### src/hw/gateway_pkg.sv
// constants of the control-byte gateway: bit positions, characters, timing
// assumes one 200 MHz system clock and a controller image refreshed cyclically
// Behaviour
// - with a multi-drop node selected, prefix the outgoing telegram with its address
// - transparent mode passes serial bytes other than control characters upstream unmodified, no control bits needed
// - only bytes fitting one transfer frame go upstream; the rest are dropped
// - an idle gap over 20 ms delimits one unframed telegram from the next
// - the first zero byte ends the telegram
// - non-printable control characters in the data are treated as invalid and dropped
// - in command mode no controller data bytes reach the serial device
// - in command mode serial answers still flow upstream as usual
// - a command bit sends STX, command character, CR, LF, unless a handheld is selected
// - serial answers go upstream without delay; the code publishes a set only at the zero byte or the idle gap
// - the device-selection switch is sampled at startup and sets the handling
// - with a multi-drop node selected, the broadcast bit prepends 00B so every node receives the data
// - data loss flag is set when data is lost or truncated
// - upstream new-data toggle inverts for every data set sent
package gateway_pkg;
   localparam int         CLK_MHZ      = 200;
   localparam int         GAP_MS       = 20;
   localparam int         GAP_CYCLES   = GAP_MS * 1000 * CLK_MHZ;
   localparam int         CB_CMD_MODE  = 0;
   localparam int         CB_BCAST     = 1;
   localparam int         CB_ADDR_LO   = 2;
   localparam int         CB_ADDR_W    = 5;
   localparam int         CB_TOGGLE    = 7;
   localparam int         CMD_VERSION  = 0;
   localparam int         CMD_GATE     = 1;
   localparam int         SEL_W        = 4;
   localparam int         SYNC_STAGES  = 2;
   localparam int         FIFO_DEPTH   = 16;
   localparam int         DATA_BYTES   = 8;
   localparam int         FRAME_BYTES  = 8;
   localparam logic [3:0] SEL_MULTIDROP = 4'h1;
   localparam logic [3:0] SEL_HANDHELD  = 4'h2;
   localparam logic [4:0] ADDR_TEN     = 5'h0A;
   localparam logic [7:0] CH_NUL       = 8'h00;
   localparam logic [7:0] CH_STX       = 8'h02;
   localparam logic [7:0] CH_LF        = 8'h0A;
   localparam logic [7:0] CH_CR        = 8'h0D;
   localparam logic [7:0] CH_SPACE     = 8'h20;
   localparam logic [7:0] CH_PLUS      = 8'h2B;
   localparam logic [7:0] CH_MINUS     = 8'h2D;
   localparam logic [7:0] CH_ZERO      = 8'h30;
   localparam logic [7:0] CH_BEE       = 8'h42;
   localparam logic [7:0] CH_VER       = 8'h76;
   localparam logic [7:0] CH_DEL       = 8'h7F;
   localparam logic [1:0] BCAST_LEN    = 2'h3;

   typedef enum logic [1:0] {
      A_COLLECT = 2'b00,
      A_PUBLISH = 2'b01
   } asm_state_t;

   typedef enum logic [2:0] {
      T_IDLE  = 3'b000,
      T_BCAST = 3'b001,
      T_ADDR  = 3'b010,
      T_DATA  = 3'b011,
      T_STX   = 3'b100,
      T_CMD   = 3'b101,
      T_CR    = 3'b110,
      T_LF    = 3'b111
   } tx_state_t;
endpackage

### src/hw/gateway_byte_fifo.sv
// synchronous FIFO for the upstream byte path
// assumes one clock; first-word output read combinationally from the array
`timescale 1ns/1ps
module gateway_byte_fifo #(
   parameter int WIDTH = 9,
   parameter int DEPTH = 16
) (
   input  wire logic             sys_clk,
   input  wire logic             rstn,
   input  wire logic             in_valid,
   output logic                  in_ready,
   input  wire logic [WIDTH-1:0] in_data,
   output logic                  out_valid,
   input  wire logic             out_ready,
   output logic      [WIDTH-1:0] out_data
);
   localparam int AW = $clog2(DEPTH);
   logic [WIDTH-1:0] mem [DEPTH];
   logic [AW:0]      wr_ptr;
   logic [AW:0]      rd_ptr;
   logic [AW:0]      next_wr_ptr;
   logic [AW:0]      next_rd_ptr;
   logic             push;
   logic             pop;

   // full when the pointers differ only in the wrap bit
   always_comb begin
      in_ready    = (wr_ptr[AW] == rd_ptr[AW]) || (wr_ptr[AW-1:0] != rd_ptr[AW-1:0]);
      out_valid   = wr_ptr != rd_ptr;
      out_data    = mem[rd_ptr[AW-1:0]];
      push        = in_valid && in_ready;
      pop         = out_valid && out_ready;
      next_wr_ptr = push ? wr_ptr + 1'b1 : wr_ptr;
      next_rd_ptr = pop ? rd_ptr + 1'b1 : rd_ptr;
   end

   always_ff @(posedge sys_clk or negedge rstn) begin
      if (!rstn) begin
         wr_ptr <= '0;
         rd_ptr <= '0;
      end else begin
         wr_ptr <= next_wr_ptr;
         rd_ptr <= next_rd_ptr;
      end
   end

   always_ff @(posedge sys_clk) begin
      if (push) begin
         mem[wr_ptr[AW-1:0]] <= in_data;
      end
   end
endmodule

### src/hw/gateway_control_byte_framer.sv
// control-byte gateway: controller image to serial telegrams and back
// assumes serial bytes arrive as one-cycle strobes on sys_clk; dev_sel is a raw switch pin
`timescale 1ns/1ps
module gateway_control_byte_framer
   import gateway_pkg::*;
#(
   parameter int GAP_CYC = gateway_pkg::GAP_CYCLES,
   parameter int NDATA   = gateway_pkg::DATA_BYTES,
   parameter int NFRAME  = gateway_pkg::FRAME_BYTES
) (
   input  wire logic                      sys_clk,
   input  wire logic                      rstn,
   input  wire logic [7:0]                output_control_byte_zero,
   input  wire logic [NDATA*8-1:0]        data_image,
   input  wire logic [gateway_pkg::SEL_W-1:0] dev_sel,
   input  wire logic                      ser_rx_valid,
   input  wire logic [7:0]                ser_rx_data,
   input  wire logic                      ser_tx_ready,
   output logic                           ser_tx_valid,
   output logic      [7:0]                ser_tx_data,
   input  wire logic                      up_ready,
   output logic      [NFRAME*8-1:0]       up_frame,
   output logic      [7:0]                up_len,
   output logic                           new_data_toggle,
   output logic                           data_loss_flag
);
   import gateway_pkg::*;
   localparam int CW = $clog2(NFRAME + 1);
   localparam int IW = $clog2(NDATA + 1);

   function automatic logic is_invalid(input logic [7:0] b);
      is_invalid = (b != CH_NUL) && ((b < CH_SPACE) || (b == CH_DEL));
   endfunction

   // startup switch capture
   logic [SEL_W-1:0] sel_meta, sel_sync, dev_type;
   logic [1:0]       sel_wait;
   logic             sel_done;
   always_ff @(posedge sys_clk or negedge rstn) begin
      if (!rstn) begin
         sel_meta <= '0;
         sel_sync <= '0;
         dev_type <= '0;
         sel_wait <= '0;
         sel_done <= 1'b0;
      end else begin
         sel_meta <= dev_sel;
         sel_sync <= sel_meta;
         sel_wait <= (sel_wait == 2'(SYNC_STAGES)) ? sel_wait : sel_wait + 2'h1;
         if (!sel_done && sel_wait == 2'(SYNC_STAGES)) begin
            dev_type <= sel_sync;
            sel_done <= 1'b1;
         end
      end
   end
   wire multidrop = sel_done && dev_type == SEL_MULTIDROP;
   wire handheld  = sel_done && dev_type == SEL_HANDHELD;

   // upstream: gap timer, filtering, FIFO
   logic [31:0] gap_cnt, next_gap_cnt;
   logic        open_tg, next_open_tg, skip, next_skip;
   logic        fin_valid, fin_ready, gap_hit;
   logic [8:0]  fin_data;
   wire         rx_nul = ser_rx_data == CH_NUL;
   always_comb begin
      gap_hit      = open_tg && !ser_rx_valid && gap_cnt == 32'(GAP_CYC - 1);
      next_gap_cnt = (ser_rx_valid || gap_hit) ? '0 : (open_tg ? gap_cnt + 32'h1 : gap_cnt);
      next_open_tg = ser_rx_valid || (open_tg && !gap_hit);
      next_skip    = (ser_rx_valid && rx_nul) || (skip && !gap_hit);
      fin_valid    = 1'b0;
      fin_data     = {1'b0, ser_rx_data};
      if (ser_rx_valid && !skip && rx_nul) begin
         fin_valid = 1'b1;
         fin_data  = {1'b1, CH_NUL};
      end else if (ser_rx_valid && !skip && !is_invalid(ser_rx_data)) begin
         fin_valid = 1'b1;
      end else if (gap_hit && !skip) begin
         fin_valid = 1'b1;
         fin_data  = {1'b1, CH_NUL};
      end
   end

   logic       fout_valid, fout_ready;
   logic [8:0] fout_data;
   gateway_byte_fifo #(.WIDTH(9), .DEPTH(FIFO_DEPTH)) u_fifo (
      .sys_clk   (sys_clk),
      .rstn      (rstn),
      .in_valid  (fin_valid),
      .in_ready  (fin_ready),
      .in_data   (fin_data),
      .out_valid (fout_valid),
      .out_ready (fout_ready),
      .out_data  (fout_data)
   );

   // frame assembly; stalls on the controller, which back-pressures the FIFO
   asm_state_t        a_state, next_a_state;
   logic [NFRAME*8-1:0] frame_buf, next_frame_buf, next_up_frame;
   logic [CW-1:0]     cnt, next_cnt;
   logic              pend_loss, next_pend_loss, next_toggle, next_loss_flag;
   logic [7:0]        next_up_len;
   logic              publish;
   always_comb begin
      next_a_state   = a_state;
      next_frame_buf = frame_buf;
      next_cnt       = cnt;
      next_up_frame  = up_frame;
      next_up_len    = up_len;
      next_toggle    = new_data_toggle;
      next_loss_flag = data_loss_flag;
      fout_ready     = a_state == A_COLLECT;
      publish        = a_state == A_PUBLISH && up_ready;
      next_pend_loss = (pend_loss && !publish) || (fin_valid && !fin_ready);
      if (a_state == A_COLLECT && fout_valid) begin
         if (fout_data[8]) begin
            if (cnt != '0) next_a_state = A_PUBLISH;
         end else if (cnt < CW'(NFRAME)) begin
            next_frame_buf[cnt*8 +: 8] = fout_data[7:0];
            next_cnt = cnt + 1'b1;
         end else begin
            next_pend_loss = 1'b1;
         end
      end
      if (publish) begin
         next_up_frame  = frame_buf;
         next_up_len    = 8'(cnt);
         next_toggle    = !new_data_toggle;
         next_loss_flag = pend_loss || (fin_valid && !fin_ready);
         next_frame_buf = '0;
         next_cnt       = '0;
         next_a_state   = A_COLLECT;
      end
   end

   always_ff @(posedge sys_clk or negedge rstn) begin
      if (!rstn) begin
         gap_cnt         <= '0;
         open_tg         <= 1'b0;
         skip            <= 1'b0;
         a_state         <= A_COLLECT;
         frame_buf       <= '0;
         cnt             <= '0;
         pend_loss       <= 1'b0;
         up_frame        <= '0;
         up_len          <= '0;
         new_data_toggle <= 1'b0;
         data_loss_flag  <= 1'b0;
      end else begin
         gap_cnt         <= next_gap_cnt;
         open_tg         <= next_open_tg;
         skip            <= next_skip;
         a_state         <= next_a_state;
         frame_buf       <= next_frame_buf;
         cnt             <= next_cnt;
         pend_loss       <= next_pend_loss;
         up_frame        <= next_up_frame;
         up_len          <= next_up_len;
         new_data_toggle <= next_toggle;
         data_loss_flag  <= next_loss_flag;
      end
   end

   // downstream: requests from the control byte and command bits
   wire        cmd_mode = output_control_byte_zero[CB_CMD_MODE];
   wire [4:0]  addr     = output_control_byte_zero[CB_ADDR_LO +: CB_ADDR_W];
   wire [7:0]  cmd_byte = data_image[7:0];
   logic       tog_q, gate_q, ver_q;
   logic       pend_data, pend_plus, pend_minus, pend_ver;
   logic       next_pend_data, next_pend_plus, next_pend_minus, next_pend_ver;
   tx_state_t  t_state, next_t_state;
   logic [IW-1:0] idx, next_idx;
   logic [NDATA*8-1:0] snap, next_snap;
   logic [7:0] cmd_char, next_cmd_char, next_tx_data;
   logic       next_tx_valid, tx_free, go_cmd, req_data, req_plus, req_minus, req_ver;
   logic [7:0] cur;
   always_comb begin
      tx_free         = !ser_tx_valid || ser_tx_ready;
      go_cmd          = cmd_mode && !handheld;
      // a request landing while the old one is served stays pending: set wins
      req_data        = output_control_byte_zero[CB_TOGGLE] != tog_q && !cmd_mode;
      req_plus        = go_cmd && cmd_byte[CMD_GATE] && !gate_q;
      req_minus       = go_cmd && !cmd_byte[CMD_GATE] && gate_q;
      req_ver         = go_cmd && cmd_byte[CMD_VERSION] && !ver_q;
      next_pend_data  = pend_data || req_data;
      next_pend_plus  = pend_plus || req_plus;
      next_pend_minus = pend_minus || req_minus;
      next_pend_ver   = pend_ver || req_ver;
      next_t_state    = t_state;
      next_idx        = idx;
      next_snap       = snap;
      next_cmd_char   = cmd_char;
      next_tx_valid   = tx_free ? 1'b0 : ser_tx_valid;
      next_tx_data    = ser_tx_data;
      cur             = snap[idx*8 +: 8];
      if (tx_free) begin
         case (t_state)
            T_IDLE: begin
               next_idx = '0;
               if (pend_data) begin
                  next_pend_data = req_data;
                  next_snap      = data_image;
                  if (multidrop && output_control_byte_zero[CB_BCAST]) next_t_state = T_BCAST;
                  else if (multidrop) next_t_state = T_ADDR;
                  else next_t_state = T_DATA;
               end else if (pend_plus || pend_minus || pend_ver) begin
                  next_cmd_char = pend_plus ? CH_PLUS : (pend_minus ? CH_MINUS : CH_VER);
                  if (pend_plus) next_pend_plus = req_plus;
                  else if (pend_minus) next_pend_minus = req_minus;
                  else next_pend_ver = req_ver;
                  next_t_state = T_STX;
               end
            end
            T_BCAST: begin
               next_tx_valid = 1'b1;
               next_tx_data  = (idx == IW'(BCAST_LEN - 2'h1)) ? CH_BEE : CH_ZERO;
               next_idx      = idx + 1'b1;
               if (idx == IW'(BCAST_LEN - 2'h1)) begin
                  next_idx     = '0;
                  next_t_state = T_DATA;
               end
            end
            T_ADDR: begin
               next_tx_valid = 1'b1;
               next_tx_data  = CH_ZERO + 8'((idx == '0) ? addr / ADDR_TEN : addr % ADDR_TEN);
               next_idx      = idx + 1'b1;
               if (idx != '0) begin
                  next_idx     = '0;
                  next_t_state = T_DATA;
               end
            end
            T_DATA: begin
               // zero padding ends the set; the snapshot keeps mid-send edits out
               if (idx == IW'(NDATA) || cur == CH_NUL) begin
                  next_t_state = T_IDLE;
               end else begin
                  next_tx_valid = 1'b1;
                  next_tx_data  = cur;
                  next_idx      = idx + 1'b1;
               end
            end
            T_STX: begin
               next_tx_valid = 1'b1;
               next_tx_data  = CH_STX;
               next_t_state  = T_CMD;
            end
            T_CMD: begin
               next_tx_valid = 1'b1;
               next_tx_data  = cmd_char;
               next_t_state  = T_CR;
            end
            T_CR: begin
               next_tx_valid = 1'b1;
               next_tx_data  = CH_CR;
               next_t_state  = T_LF;
            end
            T_LF: begin
               next_tx_valid = 1'b1;
               next_tx_data  = CH_LF;
               next_t_state  = T_IDLE;
            end
            default: next_t_state = T_IDLE;
         endcase
      end
   end

   always_ff @(posedge sys_clk or negedge rstn) begin
      if (!rstn) begin
         tog_q        <= 1'b0;
         gate_q       <= 1'b0;
         ver_q        <= 1'b0;
         pend_data    <= 1'b0;
         pend_plus    <= 1'b0;
         pend_minus   <= 1'b0;
         pend_ver     <= 1'b0;
         t_state      <= T_IDLE;
         idx          <= '0;
         snap         <= '0;
         cmd_char     <= CH_NUL;
         ser_tx_valid <= 1'b0;
         ser_tx_data  <= CH_NUL;
      end else begin
         tog_q        <= output_control_byte_zero[CB_TOGGLE];
         gate_q       <= cmd_byte[CMD_GATE];
         ver_q        <= cmd_byte[CMD_VERSION];
         pend_data    <= next_pend_data;
         pend_plus    <= next_pend_plus;
         pend_minus   <= next_pend_minus;
         pend_ver     <= next_pend_ver;
         t_state      <= next_t_state;
         idx          <= next_idx;
         snap         <= next_snap;
         cmd_char     <= next_cmd_char;
         ser_tx_valid <= next_tx_valid;
         ser_tx_data  <= next_tx_data;
      end
   end
endmodule

### config.mk
export PLATFORM = sky130hd
export DESIGN_NAME = gateway_control_byte_framer
export DESIGN_NICKNAME = d
export VERILOG_FILES = /design/src/hw/gateway_pkg.sv /design/src/hw/gateway_byte_fifo.sv /design/src/hw/gateway_control_byte_framer.sv
export SDC_FILE = /design/constraint.sdc
export NUM_CORES = 1
export LEC_CHECK = 0
export BUFFER_PORTS_ARGS = -buffer_cell sky130_fd_sc_hd__buf_4
export CELL_PAD_IN_SITES_DETAIL_PLACEMENT = 1
export CELL_PAD_IN_SITES_GLOBAL_PLACEMENT = 2
export CORE_ASPECT_RATIO = 1.1
export CORE_MARGIN = 5
export CORE_UTILIZATION = 44
export DETAILED_ROUTE_END_ITERATION = 7
export PLACE_DENSITY = 0.83
export SYNTH_ARGS = -nofsm -noshare
export SYNTH_HDL_FRONTEND = slang
export SYNTH_SLANG_ARGS = --single-unit
### constraint.sdc
create_clock -name sys_clk -period 7.95 [get_ports sys_clk]
set_input_delay 1.1925 -clock sys_clk [delete_from_list [all_inputs] [get_ports sys_clk]]
set_output_delay 1.1925 -clock sys_clk [all_outputs]
set_load 0.02 [all_outputs]
; ---- Word-level counts from Yosys, hierarchy flattened
; Memory sizes are Yosys's and may differ from the RTL's.
; Cells that the tools add are included.
[word_totals]
wordCells = 220
reg_bits = 295
inputBits = 89
n_memories = 1
output_inout_bits = 83
ram_bits = 144
[classes]
addsub = 8
reduce_logical = 79
eq_ne = 25
order_cmp = 2
bitwise = 1
n_mux = 68
n_div = 2
shifts = 3
[mem_list]
columns = name, depth, word_bits, read_ports, rd_clocked_by_memory_dff, wr, line
row1 = u_fifo.mem, 16, 9, 1, 0, 1, gateway_byte_fifo.sv:18  ; logic [WIDTH-1:0] mem [DEPTH];
[ops]
columns = op, n
row1 = $mux W64, 4
row2 = $bwmux W64, 1
row3 = $mux W32, 2
row4 = $shift A8 B34 Y64 const A, 1
row5 = $shiftx A64 B8 Y8, 1
row6 = $shiftx A8 B34 Y64, 1
row7 = $pmux W8 S7, 1
row8 = $neg A7 Y34, 1
row9 = $add A32 B1 Y32 const B, 1
row10 = $eq A32 B22 Y1 const B, 1
row11 = $mux W1, 32
row12 = $mux W4, 7
row13 = $logic_and A1 B1 Y1, 27
row14 = $mux W9, 3
row15 = $pmux W3 S8, 1
row16 = $mux W7, 3
row17 = $logic_not A8 Y1, 2
row18 = $mux W8, 2
row19 = $pmux W4 S4, 1
row20 = $logic_or A1 B1 Y1, 15
row21 = $mux W3, 5
row22 = $reduce_and A3 Y1, 5
row23 = $logic_not A1 Y1, 14
row24 = $eq A3 B3 Y1 const B, 4
row25 = other kinds (36), 53

; ---- Logic depth before layout (Yosys ltp)
[logic_depth]
word_depth = 13
depth_mapped = 11

; ---- Modules after synthesis
; From an unflattened synthesis, not the netlist that was laid out.
[hier_totals]
hier_cells = 1513
area_unflattened_um2 = 18755.5
[modules_own_cells]
columns = module, cells_per_inst, area_each_um2, instances
row1 = gateway_control_byte_framer, 1208, 12575.8, 1
row2 = gateway_byte_fifo, 305, 6179.7, 1

; ---- Worst setup path before layout
; Ideal clock, no wire load.
[synth_timing]
path_type = input-to-reg
start = input ser_rx_valid
end = memory u_fifo.mem[3][0] (enable)
setup_ps = 387
stages = 8
setup_slack_ps = 4290
n_path_buf = 2
arrival_time_ps = 3273
required_ps = 7563
path_cell_list = nor4_1 > nand4_1 > or4_1 > buf_2 > a221oi_2 > buf_4 > nand2_1 > nor3_1
[synth_between]
elab_chain_cells = 10
[synth_rtl]
columns = item, line
row1 = start: declaration, gateway_control_byte_framer.sv:16  ; input wire logic ser_rx_valid,
row2 = $logic_not A1 Y1, gateway_control_byte_framer.sv:66  ; gap_hit = open_tg && !ser_rx_valid && gap_cnt == 32'(GAP_CYC - 1);
row3 = $logic_and A1 B1 Y1 (2 in a row), gateway_control_byte_framer.sv:66
row4 = $logic_and A1 B1 Y1, gateway_control_byte_framer.sv:77  ; end else if (gap_hit && !skip) begin
row5 = $mux W1, gateway_control_byte_framer.sv:77
row6 = $mux W1, gateway_control_byte_framer.sv:75  ; end else if (ser_rx_valid && !skip && !is_invalid(ser_rx_data)) begin
row7 = $mux W1 (*), gateway_control_byte_framer.sv:72  ; if (ser_rx_valid && !skip && rx_nul) begin
row8 = $logic_and A1 B1 Y1 (*), gateway_byte_fifo.sv:31  ; push = in_valid && in_ready;
row9 = $mux W1 (*), gateway_byte_fifo.sv:48  ; if (push) begin
row10 = $mux W1 (implied by the code) (*), gateway_byte_fifo.sv:49  ; mem[wr_ptr[AW-1:0]] <= in_data;
row11 = end: declaration, gateway_byte_fifo.sv:18
; Mark *: on every way between the ends. The rest lies on a longest branch, timed or not.

; ---- Worst setup path in the final report
[layout_timing]
start = input ser_rx_valid
end = memory u_fifo.mem[3][8] (enable)
; Same word-level chain as after synthesis.

==> impl_metrics.tcl <==
set metrics [dict create \
    status "completed" \
    post_cts_buffers 0 \
    hp-start "sel_meta[1]$_DFF_PN0_" \
    fp.dieW_um 207 \
    cp_cell_sequence "buf_4 -> nor4_1 -> nand4_1 -> or4_1 -> a221oi_2 -> buf_4 -> nand2_1 -> nor3_1" \
    num_io_pins 172 \
    clockPowerShare_pct 28.3 \
    hold_path.class "reg2reg" \
    slowest_stage "nor3_1" \
    synth_area_leaders "dfrtp_1 39%, edfxtp_1 23%, mux4_2 6.1%" \
    core_sq_um 42200 \
    drive_above_1_share_pct 25.1 \
    endpoint_kind "flop" \
    async_reset_ff_share_pct 66.9 \
    reg2reg_depth 7 \
    min_to "sel_sync[1]$_DFF_PN0_" \
    p_leak_uw 0.00958 \
    fmax_mhz 263 \
    power_density_nw_per_um2 339 \
    critPathRequiredTime_ns 8.13 \
    power.internal_uw 4920 \
    slowest_delay_ns 1.00 \
    yosys_most_used_dff "dfrtp_1" \
    gp_congestion 0.795 \
    cts_tree "yes" \
    netSwitchingFraction_pct 33.6 \
    dp_hpwl_um 31700 \
    tightest_slew_ns 1.30 \
    synthCells 1469 \
    ant_nets 0 \
    finalMaxSlewViolations 0 \
    clkTransAtPathRegs_ns 0.06 \
    crit_arrival_ns 3.97 \
    die_h_um 226 \
    hold_viol 0 \
    die_area_sq_um 46700 \
    worstHoldPathCells 0 \
    wl_um 47100 \
    start_util_pct 44.3 \
    htree_levels 2 \
    antenna_found_initial 2 \
    wl_per_cell_um 21.1 \
    drt_iter0_drc 600 \
    yosys_warnings 0 \
    period_needed_ns 3.80 \
    max-vdd-ir-drop_uv 179 \
    grt_pass1_wl_um 73900 \
    grt-ovfl-total 0 \
    drc 0 \
    cts_max_path_buffers 3 \
    fin_skew_ns 0.0155 \
    crit_fanout 20 \
    ys_types 76 \
    layout.nets 1728 \
    track_usage_pct 20.3 \
    avgViaCountPerCell 5.31 \
    port_buffers 167 \
    crit_top_cell "buf_4" \
    grt_pass1_vias 12700 \
    dr.pass1.iters 4 \
    finalSetupTns_ns 0 \
    r2r_slack_ns 4.29 \
    cts_made_buffers 46 \
    critical-path-top-delay-family "simple AND/OR/NAND/NOR gates" \
    postCtsHoldBufs 0 \
    clock_latency_ns 0.58 \
    worstReg2RegStart "gap_cnt[18]$_DFFE_PN0P_" \
    ys_ff_latch 435 \
    vias 11800 \
    drv_cap 0 \
    clock-root-buffer "clkbuf_16" \
    synth_edf_count 144 \
    synth.largest_area_cell "dfrtp_1" \
    p_sw_uw 2490 \
    ctsResizeCount 0 \
    r2r_end "u_fifo.mem[3][8]$_DFFE_PP_" \
    fillers 4368 \
    num_rows 79 \
    synth_top_area_share_pct 38.9 \
    finalPower_uw 7410 \
    period_share_pct 47.7 \
    power_frac_comb_pct 30.9 \
    areaGrowthSynthToFinish_pct 17.1 \
    grt_max_degree 111 \
    setup_viol 0 \
    ys_seq_area_share_pct 62.1 \
    critPathLaunchType "input port" \
    critical_path_buf_inv_count 2 \
    cts_sinks 435 \
    slew_headroom_pct 12.7 \
    path_class "in2reg" \
    seqPwrFrac_pct 40.8 \
    syn-cell-area_sq_um 18700 \
    avgSynthCellArea_sq_um 12.7 \
    grt_setup_unrepaired "no" \
]
layout make-up:
cell class                      count  area [sq um]  share of cell area, %
Antenna cell                        2          5.00                 0.0228
Clock buffer                       68          1300                   5.95
Clock inverter                     15           150                  0.685
Inverter                           24          90.1                  0.411
Multi-Input combinational cell    928          6600                   30.1
Sequential cell                   435         11600                   53.0
Tap cell                          567           709                   3.24
Timing Repair Buffer              190          1430                   6.55
metal layers:
metal / wire length (um) / track usage (%) / up-vias
li1: - / - / 5484
met3: 1850 / 3.27 / 74
met5: 0 / 0 / -
met4: 1220 / 5.69 / 0
met2: 23400 / 33.6 / 207
met1: 20500 / 28.0 / 6080
power groups by stage:
stage / logic (uW) / registers [uW] / clock network [uW]
floorplan: 1620 / 2990 / 0
detailed placement: 2320 / 3070 / 0
CTS: 2330 / 3030 / 2150
finish: 2290 / 3030 / 2100
global route: 2490 / 3080 / 2260
global placement: 2260 / 3040 / 0
cells in the mapped netlist, types with 16 or more instances:
master / instances
xnor2_1: 24
and3_1: 23
nand2_1: 292
nor3_1: 16
inv_1: 24
edfxtp_1: 144
a21oi_1: 26
dfrtp_1: 291
nor2_1: 70
clkbuf_1: 55
mux2_2: 78
nor2b_1: 16
mux4_2: 51
xor2_1: 21
nand3_1: 38
o21ai_0: 54
mux2i_1: 61
worst max path at each step:
| stage | start | endpoint | cells after the start |
|---|---|---|---|
| finish | ser_rx_valid | u_fifo.mem[3][8]$_DFFE_PP_ | 8 |
| global route | ser_rx_valid | u_fifo.mem[3][3]$_DFFE_PP_ | 8 |
| CTS | ser_rx_valid | u_fifo.mem[3][3]$_DFFE_PP_ | 8 |
| detailed placement | ser_rx_valid | u_fifo.mem[3][3]$_DFFE_PP_ | 8 |
| global placement | ser_rx_valid | u_fifo.mem[3][3]$_DFFE_PP_ | 8 |
| floorplan | ser_rx_valid | u_fifo.mem[3][0]$_DFFE_PP_ | 8 |
flip-flops by register name, summed over array words and instances (netlist names), 2 cells and up, named ones only:
name           cells
u_fifo.mem       144
snap              64
frame_buf         64
idx                4
u_fifo.rd_ptr      5
sel_wait           2
up_frame          64
cnt                4
u_fifo.wr_ptr      5
sel_sync           4
dev_type           4
cmd_char           5
up_len             4
t_state            3
sel_meta           4
ser_tx_data        8
gap_cnt           32
logic make-up (layout without fill, tap and decap cells):
logic type / count (synthesis) / in the layout / share of synthesized area (%)
simple gates: 545 / 545 / 13.5
mux: 194 / 194 / 14.5
xor+xnor: 45 / 45 / 2.11
flops: 435 / 435 / 62.1
other cells: 2 / 8 / 0.0402
fa+ha+maj: 14 / 14 / 0.937
compound gates: 124 / 124 / 4.09
buf+inv: 110 / 297 / 2.74
metrics by stage:
| stage | area (sq um) | cells | hold WS, ns | util [%] | setup slack (ns) |
|---|---|---|---|---|---|
| final | 21900 | 2229 | 0.352 | 51.9 | 4.15 |
| after global routing | 21900 | 2229 | 0.352 | 51.9 | 4.00 |
| after CTS | 21900 | 2227 | 0.354 | 51.9 | 4.15 |
| after detailed placement | 20400 | 2144 | 0.338 | 48.4 | 3.56 |
| after global placement | 20400 | 2144 | 0.339 | 48.4 | 3.78 |
| after floorplan | 18700 | 1473 | 0.331 | - | 4.29 |
cell usage in the layout (no fill, tap or decap), types with 13 or more instances in the layout:
| cell | Yosys | routed |
|---|---|---|
| a21oi_1 | 26 | 26 |
| and3_1 | 23 | 23 |
| buf_4 | 6 | 189 |
| clkbuf_1 | 55 | 15 |
| clkbuf_16 | 0 | 46 |
| dfrtp_1 | 291 | 290 |
| edfxtp_1 | 144 | 144 |
| ha_1 | 14 | 14 |
| inv_1 | 24 | 24 |
| mux2_2 | 78 | 78 |
| mux2i_1 | 61 | 61 |
| mux4_2 | 51 | 51 |
| nand2_1 | 292 | 291 |
| nand3_1 | 38 | 38 |
| nand4_1 | 13 | 13 |
| nor2_1 | 70 | 70 |
| nor2b_1 | 16 | 16 |
| nor3_1 | 16 | 16 |
| o21ai_0 | 54 | 54 |
| xnor2_1 | 24 | 24 |
| xor2_1 | 21 | 21 |
Power figures use the tool's default switching activity.
